`src/acsr_pkg.sv`:
```
package acsr_pkg;

  // Word and timing counts
  localparam int WORD_BITS = 20;
  localparam int READY_HIGH_TICKS = 4;
  localparam int CAL_HOLD_MCLK = 4;
  localparam int SCLK_DIV = 4;

  // Reset values
  localparam logic WORD_READY_N_RST = 1'h1;
  localparam logic DEVICE_RESET_RST = 1'h0;

  // Serial port sequencing
  typedef enum logic [1:0] {
    ACSR_IDLE = 2'b00,
    ACSR_UPDATE = 2'b01,
    ACSR_ARMED = 2'b10,
    ACSR_SHIFT = 2'b11
  } acsr_state_e;

  // Pins arriving from outside the clk_sys domain
  typedef struct packed {
    logic master_clock_in;
    logic cs_n;
    logic sclk_in;
    logic cal;
    logic trim_select_a;
    logic trim_select_b;
    logic serial_mode;
    logic signed_range_select;
  } acsr_pins_s;

  // Calibration choice latched at the strobe's rising edge
  typedef struct packed {
    logic sel_a;
    logic sel_b;
    logic system_cal;
  } acsr_cal_s;

endpackage

```
`src/acsr_shifter.sv`:
```
`timescale 1ns/1ps
`default_nettype none
module acsr_shifter #(
  parameter int WORD_BITS = acsr_pkg::WORD_BITS,
  parameter int SCLK_DIV = acsr_pkg::SCLK_DIV
) (
  input wire logic clk_sys,
  input wire logic rst,
  input wire logic start,
  input wire logic [WORD_BITS-1:0] word,
  input wire logic self_timed,
  input wire logic mclk_tick,
  input wire logic sclk_fall,
  input wire logic stop_req,
  output logic busy,
  output logic done,
  output logic sd_bit,
  output logic sclk_out
);
  localparam int CW = $clog2(WORD_BITS + 1);
  localparam int PW = $clog2(SCLK_DIV);

  logic [WORD_BITS-1:0] shift_reg;
  logic [CW-1:0] bits_reg;
  logic [PW-1:0] phase_reg;
  logic stop_reg;
  logic bit_end;
  logic finish;

  // End of a bit: host falling edge, or own clock falling edge
  assign bit_end = busy && (self_timed ? (mclk_tick && phase_reg == PW'(0)) : sclk_fall);
  // Last bit, or chip select gone: current bit is complete
  assign finish = bit_end && (bits_reg == CW'(WORD_BITS - 1) || stop_reg || stop_req);

  // Transfer in progress
  always_ff @(posedge clk_sys) begin
    if (rst) begin
      busy <= 1'h0;
    end else if (start) begin
      busy <= 1'h1;
    end else if (finish) begin
      busy <= 1'h0;
    end
  end

  // Shift register, MSB first, next bit on each falling edge
  always_ff @(posedge clk_sys) begin
    if (rst) begin
      shift_reg <= '0;
      sd_bit <= 1'h0;
    end else if (start) begin
      shift_reg <= word;
      sd_bit <= word[WORD_BITS-1];
    end else if (bit_end && !finish) begin
      shift_reg <= {shift_reg[WORD_BITS-2:0], 1'h0};
      sd_bit <= shift_reg[WORD_BITS-2];
    end
  end

  // Completed bit count
  always_ff @(posedge clk_sys) begin
    if (rst || start) begin
      bits_reg <= '0;
    end else if (bit_end) begin
      bits_reg <= bits_reg + CW'(1);
    end
  end

  // Early chip select release remembered until the bit ends
  always_ff @(posedge clk_sys) begin
    if (rst || start) begin
      stop_reg <= 1'h0;
    end else if (busy && stop_req) begin
      stop_reg <= 1'h1;
    end
  end

  // Own serial clock: one phase high out of four master ticks
  always_ff @(posedge clk_sys) begin
    if (rst || start) begin
      phase_reg <= PW'(1);
      sclk_out <= 1'h0;
    end else if (!busy) begin
      sclk_out <= 1'h0;
    end else if (self_timed && mclk_tick) begin
      phase_reg <= phase_reg + PW'(1);
      sclk_out <= (phase_reg == PW'(SCLK_DIV - 1));
    end
  end

  // Pulse when the pins are released
  always_ff @(posedge clk_sys) begin
    if (rst) begin
      done <= 1'h0;
    end else begin
      done <= finish;
    end
  end
endmodule
`default_nettype wire

```
`src/acsr_top.sv`:
```
`timescale 1ns/1ps
`default_nettype none
// How it works
// - Chip select released mid-word: finish current bit, then float data and clock.
// - Chip select falling while word-ready is high for four ticks is ignored.
// - Host-timed mode: next data bit appears on each host clock falling edge.
// - Second select low at calibration means system calibration against the input pin.
// - Bipolar words use offset binary, midscale step at analog ground.
// - Mode pin low: host clocks, MSB first; high: device makes the clock.
// - Own serial clock is master clock over four, high one quarter.
// - Strobe high over four master ticks resets; calibration starts when it falls.
// - Both select inputs latched at strobe rising edge choose calibration type.
module acsr_top #(
  parameter int WORD_BITS = acsr_pkg::WORD_BITS
) (
  input wire logic clk_sys,
  input wire logic rst,
  input wire acsr_pkg::acsr_pins_s pins_in,
  input wire logic [WORD_BITS-1:0] conv_word,
  input wire logic conv_valid,
  output logic serial_out_line,
  output logic serial_out_oe_n,
  output logic serial_clock_out,
  output logic serial_clock_oe_n,
  output logic word_ready_n,
  output logic device_reset,
  output logic cal_start,
  output acsr_pkg::acsr_cal_s cal_cfg
);
  localparam int NP = $bits(acsr_pkg::acsr_pins_s);

  logic [NP-1:0] sync1_reg;
  logic [NP-1:0] sync2_reg;
  logic [NP-1:0] prev_reg;
  logic [NP-1:0] rise;
  logic [NP-1:0] fall;
  acsr_pkg::acsr_pins_s pin_s;
  acsr_pkg::acsr_pins_s pin_rise;
  acsr_pkg::acsr_pins_s pin_fall;
  acsr_pkg::acsr_state_e state_reg;
  logic [2:0] upd_cnt_reg;
  logic [2:0] cal_cnt_reg;
  logic [WORD_BITS-1:0] word_reg;
  logic cs_ignore_reg;
  logic mclk_tick;
  logic self_timed;
  logic serial_rst;
  logic start;
  logic busy;
  logic done;
  logic sd_bit;
  logic sclk;

  // Two-stage synchronisers, one per pin
  genvar gi;
  generate
    for (gi = 0; gi < NP; gi++) begin : g_sync
      // Free-running: fills with pin levels during reset, so no false edge after it
      always_ff @(posedge clk_sys) begin
        sync1_reg[gi] <= pins_in[gi];
        sync2_reg[gi] <= sync1_reg[gi];
        prev_reg[gi] <= sync2_reg[gi];
      end
    end
  endgenerate

  // Synchronised levels and their edges
  assign rise = sync2_reg & ~prev_reg;
  assign fall = ~sync2_reg & prev_reg;
  assign pin_s = acsr_pkg::acsr_pins_s'(sync2_reg);
  assign pin_rise = acsr_pkg::acsr_pins_s'(rise);
  assign pin_fall = acsr_pkg::acsr_pins_s'(fall);
  assign mclk_tick = pin_rise.master_clock_in;
  assign self_timed = pin_s.serial_mode;
  assign serial_rst = rst || device_reset;
  assign start = (state_reg == acsr_pkg::ACSR_ARMED) && !pin_s.cs_n && !cs_ignore_reg;

  // Calibration strobe hold counter in master ticks
  always_ff @(posedge clk_sys) begin
    if (rst || !pin_s.cal) begin
      cal_cnt_reg <= 3'h0;
    end else if (mclk_tick && cal_cnt_reg <= 3'(acsr_pkg::CAL_HOLD_MCLK)) begin
      cal_cnt_reg <= cal_cnt_reg + 3'h1;
    end
  end

  // Reset while held long; calibration begins on release
  always_ff @(posedge clk_sys) begin
    if (rst) begin
      device_reset <= acsr_pkg::DEVICE_RESET_RST;
      cal_start <= 1'h0;
    end else begin
      device_reset <= pin_s.cal && (cal_cnt_reg > 3'(acsr_pkg::CAL_HOLD_MCLK));
      cal_start <= pin_fall.cal && device_reset;
    end
  end

  // Calibration choice caught at the strobe's rising edge
  always_ff @(posedge clk_sys) begin
    if (rst) begin
      cal_cfg <= '0;
    end else if (pin_rise.cal) begin
      cal_cfg.sel_a <= pin_s.trim_select_a;
      cal_cfg.sel_b <= pin_s.trim_select_b;
      cal_cfg.system_cal <= !pin_s.trim_select_b;
    end
  end

  // Serial port sequencing
  always_ff @(posedge clk_sys) begin
    if (serial_rst) begin
      state_reg <= acsr_pkg::ACSR_IDLE;
      word_ready_n <= acsr_pkg::WORD_READY_N_RST;
      upd_cnt_reg <= 3'h0;
    end else begin
      case (state_reg)
        acsr_pkg::ACSR_IDLE, acsr_pkg::ACSR_ARMED: begin
          if (conv_valid && !start) begin
            state_reg <= acsr_pkg::ACSR_UPDATE;
            word_ready_n <= 1'h1;
            upd_cnt_reg <= 3'h0;
          end else if (start) begin
            state_reg <= acsr_pkg::ACSR_SHIFT;
          end
        end
        acsr_pkg::ACSR_UPDATE: begin
          if (mclk_tick) begin
            if (upd_cnt_reg == 3'(acsr_pkg::READY_HIGH_TICKS - 1)) begin
              state_reg <= acsr_pkg::ACSR_ARMED;
              word_ready_n <= 1'h0;
            end else begin
              upd_cnt_reg <= upd_cnt_reg + 3'h1;
            end
          end
        end
        acsr_pkg::ACSR_SHIFT: begin
          if (done) begin
            state_reg <= acsr_pkg::ACSR_IDLE;
            word_ready_n <= 1'h1;
          end
        end
        default: begin
          state_reg <= acsr_pkg::ACSR_IDLE;
        end
      endcase
    end
  end

  // Word capture, offset binary in bipolar range
  always_ff @(posedge clk_sys) begin
    if (serial_rst) begin
      word_reg <= '0;
    end else if (conv_valid && !start && state_reg != acsr_pkg::ACSR_SHIFT
                 && state_reg != acsr_pkg::ACSR_UPDATE) begin
      word_reg <= conv_word;
      word_reg[WORD_BITS-1] <= conv_word[WORD_BITS-1] ^ pin_s.signed_range_select;
    end
  end

  // Select asserted during the update window is not honoured
  always_ff @(posedge clk_sys) begin
    if (serial_rst || pin_s.cs_n) begin
      cs_ignore_reg <= 1'h0;
    end else if (pin_fall.cs_n && state_reg == acsr_pkg::ACSR_UPDATE) begin
      cs_ignore_reg <= 1'h1;
    end
  end

  acsr_shifter #(
    .WORD_BITS(WORD_BITS),
    .SCLK_DIV(acsr_pkg::SCLK_DIV)
  ) u_shifter (
    .clk_sys(clk_sys),
    .rst(serial_rst),
    .start(start),
    .word(word_reg),
    .self_timed(self_timed),
    .mclk_tick(mclk_tick),
    .sclk_fall(pin_fall.sclk_in),
    .stop_req(pin_s.cs_n),
    .busy(busy),
    .done(done),
    .sd_bit(sd_bit),
    .sclk_out(sclk)
  );

  // Pin drive: float whenever no transfer is under way
  assign serial_out_line = sd_bit;
  assign serial_clock_out = sclk;
  assign serial_out_oe_n = !busy;
  assign serial_clock_oe_n = !(busy && self_timed);
endmodule
`default_nettype wire

```
`config.mk`:
```
export PLATFORM = sky130hd
export DESIGN_NAME = acsr_top
export DESIGN_NICKNAME = d
export VERILOG_FILES = /design/src/acsr_pkg.sv /design/src/acsr_shifter.sv /design/src/acsr_top.sv
export SDC_FILE = /design/constraint.sdc
export NUM_CORES = 1
export LEC_CHECK = 0
export BUFFER_PORTS_ARGS = -buffer_cell sky130_fd_sc_hd__buf_2
export CORE_MARGIN = 2
export CORE_UTILIZATION = 45
export CTS_CLUSTER_SIZE = 28
export DETAILED_ROUTE_END_ITERATION = 6
export HOLD_SLACK_MARGIN = 0.02
export MAX_ROUTING_LAYER = met4
export SYNTH_ARGS = -nofsm -noshare
export SYNTH_HDL_FRONTEND = slang
export SYNTH_HIERARCHICAL = 1
export SYNTH_SLANG_ARGS = --single-unit
export TNS_END_PERCENT = 10
```
`constraint.sdc`:
```
create_clock -name clk_sys -period 2.19 [get_ports clk_sys]
set_input_delay 0.219 -clock clk_sys [delete_from_list [all_inputs] [get_ports clk_sys]]
set_output_delay 0.219 -clock clk_sys [all_outputs]
set_load 0.05 [all_outputs]
```
==> flow_metrics.tcl, run 1 <==
set metrics [dict create \
    peakVddDrop_mv 0.470 \
    status "finished clean" \
    synth.distinct_cells 50 \
    initial_core_util_pct 46.8 \
    syn-cell-area_um2 3430 \
    path_cells "or3b_4, nor3b_4, nor2_1, a211oi_2" \
    io_buffers 40 \
    diodes 0 \
    place_congestion 0.761 \
    critPathRequiredTime_ns 2.47 \
    clock_skew_ns 0.0144 \
    place_inst 477 \
    die-area_um2 8340 \
    fin_crit_ns 1.78 \
    start_kind "flop" \
    synth_cells 354 \
    nets 435 \
    path_clk_slew_ns 0.09 \
    async_reset_ff_share_pct 0 \
    yosysWarningCount 6 \
    power_density_nw_per_um2 815 \
    die_h_um 91.3 \
    dr_wl_met3_um 226 \
    ant_nets 0 \
    max-cap-violations 0 \
    rows 31 \
    dr_total_vias 2539 \
    clk_latency_ns 0.35 \
    hold_violations 0 \
    ys_seq_area_share_pct 50.2 \
    synthToLayoutAreaGrowth_pct 16.5 \
    wl_met2_um 3140 \
    relSlewSlack_pct 42.2 \
    ys_seq_elements 86 \
    synthFlopType "dfxtp_1" \
    hpwl_um 4200 \
    min-delay-start "conv_word[10]" \
    cts_buffer_depth 2 \
    cts_root_buf "clkbuf_8" \
    place_area_um2 3680 \
    viasPerCell 5.07 \
    fin_crit_sh_pct 81.4 \
    cp.arrival_ns 2.06 \
    setup_tns_ns 0 \
    layout.cells.non_filler 501 \
    min_path_type "primary input to flop" \
    wire_per_inst_um 13.0 \
    cts_buffers 9 \
    crit_path_end_kind "flop" \
    drive_gt1_share_pct 22.9 \
    rsz0062_at_grt "no" \
    grt_pass1_vias 2478 \
    groute.usage.overall_pct 17.0 \
    reg2reg_from "pin_s[6]" \
    synth_nets 392 \
    grt_max_degree 42 \
    drt_iter0_drc 96 \
    crit_start "pin_s[6]" \
    clock.fmax_mhz 561 \
    nFillCells 679 \
    clock_sinks 86 \
    io_pins 41 \
    slew_viol_final 0 \
    synth_edf_count 0 \
    avgSynthCellArea_um2 9.69 \
    met1Wirelength_um 3020 \
    finalInstanceArea_um2 3990 \
    utilization_pct 54.5 \
    mostFrequentLayoutCells "dfxtp_1, nand2_1, buf_2" \
    grt_pass1_wl_um 11100 \
    slowest_delay_ns 0.74 \
    largest_reg_flops 20 \
    setup_violations 0 \
    h-tree-depth 3 \
    final_common_cell "dfxtp_1" \
    p_leak_nw 1.48 \
    top_layer_used "met4" \
    overflow 0 \
    drt_first_pass_iters 4 \
    crit_path_max_fanout 21 \
    core_area_um2 7330 \
    cp_slowest_cell "nor3b_4" \
    setup.worst_path.class "flop to flop" \
    worst_pin_slew_ns 0.866 \
    drcViolationCount 0 \
    cts_tree "done" \
    fp.dieW_um 91.3 \
    wirelength_um 6500 \
    antenna_found_initial 0 \
]
==> where the power goes <==
part	switching [mW]	internal (mW)
sequential	0.0466	1.64
combinational	0.196	0.128
clock	0.539	0.704
==> per-layer routing <==
layer | vias to the layer above | GRT usage (%)
li1 | 1321 | -
met1 | 1172 | 19.8
met2 | 38 | 27.8
met3 | 8 | 5.39
met4 | 0 | 6.06
met5 | - | -
==> through the flow <==
stage | hold slack [ns] | setup slack, ns | power, mW
floorplan | 0.247 | 0.202 | 1.96
global placement | 0.310 | 0.422 | 2.03
detailed placement | 0.312 | 0.374 | 2.04
CTS | 0.0789 | 0.352 | 3.31
global route | 0.0773 | 0.230 | 3.42
finish | 0.0954 | 0.408 | 3.26
==> kinds of logic after synthesis <==
kind of cell	share of synthesized area [%]
multiplexers	1.17
buffers and inverters	7.08
flip-flops	50.2
AO/OA/AOI/OAI	22.0
adder cells (fa/ha/maj)	2.55
XOR/XNOR	2.04
AND/OR/NAND/NOR	14.9
==> path summary, 6_finish.rpt <==
path                       end  slack (ns)  cells past startpoint
setup reg to reg  word_reg[19]        0.41                      4
hold / removal    word_reg[10]         0.1                      3
hold reg to reg       pin_s[6]        0.33                      0
setup / recovery  word_reg[19]        0.41                      4
==> synthesized netlist by cell type, types with 3 or more instances <==
cell type | n | area (µm²)
ha_1 | 7 | 87.6
a221oi_2 | 18 | 270
inv_1 | 27 | 101
clkbuf_1 | 9 | 33.8
buf_2 | 5 | 25.0
nor2b_1 | 4 | 25.0
xnor2_1 | 7 | 61.3
a31oi_1 | 21 | 131
mux2i_1 | 4 | 40.0
nand2_1 | 45 | 169
nor2_1 | 19 | 71.3
nand2b_1 | 3 | 18.8
dfxtp_1 | 86 | 1720
buf_6 | 5 | 56.3
o21ai_1 | 18 | 90.1
a21oi_1 | 30 | 150
buf_4 | 3 | 22.5
nand3_1 | 7 | 35.0
==> worst max-delay path: cells and delay by family, from the launching register on <==
kind | cells | cell delay [ns]
compound gates | 1 | 0.21
flops | 1 | 0.43
simple gates | 3 | 1.07
==> repair_timing <==
item                      4_1_cts  5_1_grt
buffers inserted                0        0
hold buffers                    8        0
gates resized for setup         0        0
hold endpoints to repair        8        0
==> layout make-up <==
cell class	instances	area (µm²)	area share, %
tap	99	124	3.10
inverter	28	105	2.63
clock inverter	5	81.3	2.04
sequential	86	1720	43.1
timing repair buffer	54	338	8.46
clock buffer	11	151	3.79
multi-input combinational	218	1470	36.9
Power figures use the tool's default switching activity.
==> run 2, diff against run 1 <==
Settings changed: ABC_AREA set to 1.
Clock period 2.19 ns to 1.72 ns, I/O delays scaled along.
==> run 2 against run 1 <==
  * Register-to-register slack got worse by 0.21 ns
  * Synthesized cell count rose by 27%
  * Flip-flop and latch count did not move
==> flow_metrics.tcl, run 2 <==
set metrics [dict create \
    setup_tns_ns 0 \
    clk_latency_ns 0.36 \
    rsz0062_at_grt "no" \
    min_path_type "primary input to flop" \
    met1Wirelength_um 3130 \
    synthFlopType "dfxtp_1" \
    groute.usage.overall_pct 17.3 \
    drt_first_pass_iters 4 \
    fin_crit_sh_pct 88.3 \
    avgSynthCellArea_um2 7.94 \
    postCtsSetupBuffers 0 \
    overflow 0 \
    synth_cells 450 \
    synth_most_common_cell "nand2_1" \
    reg2reg_slack_ns 0.20 \
    synth.top_cell.area_share_pct 48.2 \
    fin_crit_ns 1.52 \
    p_leak_nw 1.88 \
    crit_path_max_fanout 11 \
    grt_max_degree 43 \
    swShare_pct 33.9 \
    synthTopCellsByCount "nand2_1, dfxtp_1, nor2_1" \
    p_int_mw 3.22 \
    mostFrequentLayoutCells "nand2_1, dfxtp_1, nor2_1" \
    h-tree-depth 3 \
    cts_buffers 9 \
    viasPerCell 4.80 \
    synth_edf_count 0 \
    synth.largest_area_cell "dfxtp_1" \
    dr_wl_met3_um 224 \
    nFillCells 742 \
    start_kind "flop" \
    holdPathEnd "word_reg[7]" \
    power_density_nw_per_um2 1180 \
    async_reset_ff_share_pct 0 \
    die_h_um 93.1 \
    nets 541 \
    top_layer_used "met4" \
    synthToLayoutAreaGrowth_pct 16.0 \
    cts_buffer_depth 2 \
    grt_pass1_vias 2767 \
    ys_seq_elements 86 \
    reg2reg_depth 9 \
    comb_power_share_pct 24.9 \
    crit_path_end_kind "flop" \
    antenna_found_initial 0 \
    clock_skew_ns 0.00846 \
    ctsResizeCount 0 \
    syn-cell-area_um2 3570 \
    cts_hold_buffers 9 \
    hold_slack_ns 0.0753 \
    hold_violations 0 \
    path_clk_slew_ns 0.09 \
    place_area_um2 3870 \
    reg2reg_from "u_shifter/phase_reg[0]" \
    status "finished clean" \
    io_buffers 40 \
    worstHoldPathCells 3 \
    wire_per_inst_um 11.0 \
    peakVddDrop_mv 0.780 \
    ys_seq_area_share_pct 48.2 \
    cts_tree "done" \
    clock.fmax_mhz 658 \
    finalInstanceArea_um2 4150 \
    fp.dieW_um 93.1 \
    rows 32 \
    place_congestion 0.771 \
    hpwl_um 4660 \
    max-cap-violations 0 \
    clock_power_share_pct 27.7 \
    r2r_end "u_shifter/shift_reg[6]" \
    wirelength_um 6700 \
    ant_nets 0 \
    setup.worst_path.class "flop to flop" \
    worst_pin_slew_ns 0.446 \
    synth_nets 488 \
    min-delay-start "conv_word[7]" \
    setup_violations 0 \
    synth.distinct_cells 36 \
    grt_pass1_wl_um 11600 \
    relSlewSlack_pct 70.3 \
    die-area_um2 8670 \
    seq_power_share_pct 47.4 \
    dr_total_vias 2928 \
    switchingPower_mw 1.65 \
    drcViolationCount 0 \
    core_area_um2 7730 \
    drive_gt1_share_pct 18.7 \
    initial_core_util_pct 46.3 \
    drt_iter0_drc 124 \
    critPathRequiredTime_ns 1.96 \
    diodes 0 \
    yosysWarningCount 6 \
    slew_viol_final 0 \
    largest_reg_flops 20 \
    cts_root_buf "clkbuf_8" \
    io_pins 41 \
    wl_met2_um 3260 \
    clock_sinks 86 \
    cp.arrival_ns 1.76 \
    final_common_cell "nand2_1" \
    yosys-top-cells-area "dfxtp_1, nand2_1, a21oi_1" \
]
==> run 2: cell types whose count changed after synthesis, sizes merged, moves of 6 or more <==
cell | before | now
nand2 | 45 | 99
nor2 | 19 | 64
a31oi | 21 | 0
a21oi | 30 | 50
a221oi | 19 | 0
inv | 27 | 46
nand4 | 2 | 21
nand3 | 7 | 24
o21ai | 21 | 9
xnor2 | 7 | 1
==> run 2: cell type report <==
| type | instances | area [µm²] | area share (%) |
|---|---|---|---|
| Clock inverter | 7 | 66.3 | 1.60 |
| Multi-Input combinational cell | 297 | 1540 | 37.1 |
| Tap cell | 102 | 128 | 3.08 |
| Inverter | 46 | 173 | 4.16 |
| Clock buffer | 9 | 124 | 2.99 |
| Sequential cell | 86 | 1720 | 41.5 |
| Timing Repair Buffer | 63 | 395 | 9.53 |
==> run 2: worst max path at each step <==
stage | startpoint | endpoint | cells past startpoint
after floorplan | state_reg[1] | u_shifter/sd_bit | 11
after global placement | u_shifter/phase_reg[0] | u_shifter/shift_reg[7] | 9
after detailed placement | u_shifter/phase_reg[0] | u_shifter/shift_reg[6] | 9
after CTS | u_shifter/phase_reg[0] | u_shifter/shift_reg[6] | 9
after global routing | u_shifter/phase_reg[0] | u_shifter/shift_reg[8] | 9
final | u_shifter/phase_reg[0] | u_shifter/shift_reg[6] | 9
==> run 2: worst max-delay path, stage by stage, from the launching register on <==
cell	delay, ns
dfxtp_1	0.39
inv_1	0.06
ha_1	0.20
nand4_2	0.10
nand2_4	0.10
nand2_8	0.13
buf_4	0.21
nand3_1	0.09
nand2_1	0.08
nor2_1	0.04
==> run 2: logic make-up (layout without fill, tap and decap cells) <==
family,count (synthesis),after routing,share of synthesized area [%]
buf+inv,67,125,8.78
mux,4,4,1.12
simple gates,219,219,29.0
xor+xnor,4,4,0.980
compound gates,63,63,9.52
flops,86,86,48.2
fa+ha+maj,7,7,2.45
==> run 2: power by group through the flow <==
stage / logic (mW) / clock network (mW) / registers (mW)
finish: 1.21 / 1.35 / 2.31
global route: 1.40 / 1.49 / 2.34
CTS: 1.22 / 1.42 / 2.32
detailed placement: 1.20 / 0 / 2.36
global placement: 1.19 / 0 / 2.36
floorplan: 0.910 / 0 / 2.41
==> run 2: routing by layer <==
layer / GRT usage [%] / vias to the layer above
li1: - / 1551
met1: 19.0 / 1334
met2: 30.6 / 35
met3: 5.40 / 8
met4: 4.17 / 0
met5: - / -
==> run 2: stage by stage <==
step | util (%) | power, mW | setup WS, ns | std cells
global route | 53.7 | 5.23 | 0.0284 | 610
finish | 53.7 | 4.88 | 0.201 | 610
detailed placement | 50.0 | 3.57 | 0.220 | 585
floorplan | - | 3.32 | 0.0194 | 450
global placement | 50.0 | 3.55 | 0.243 | 585
CTS | 53.7 | 4.95 | 0.194 | 610
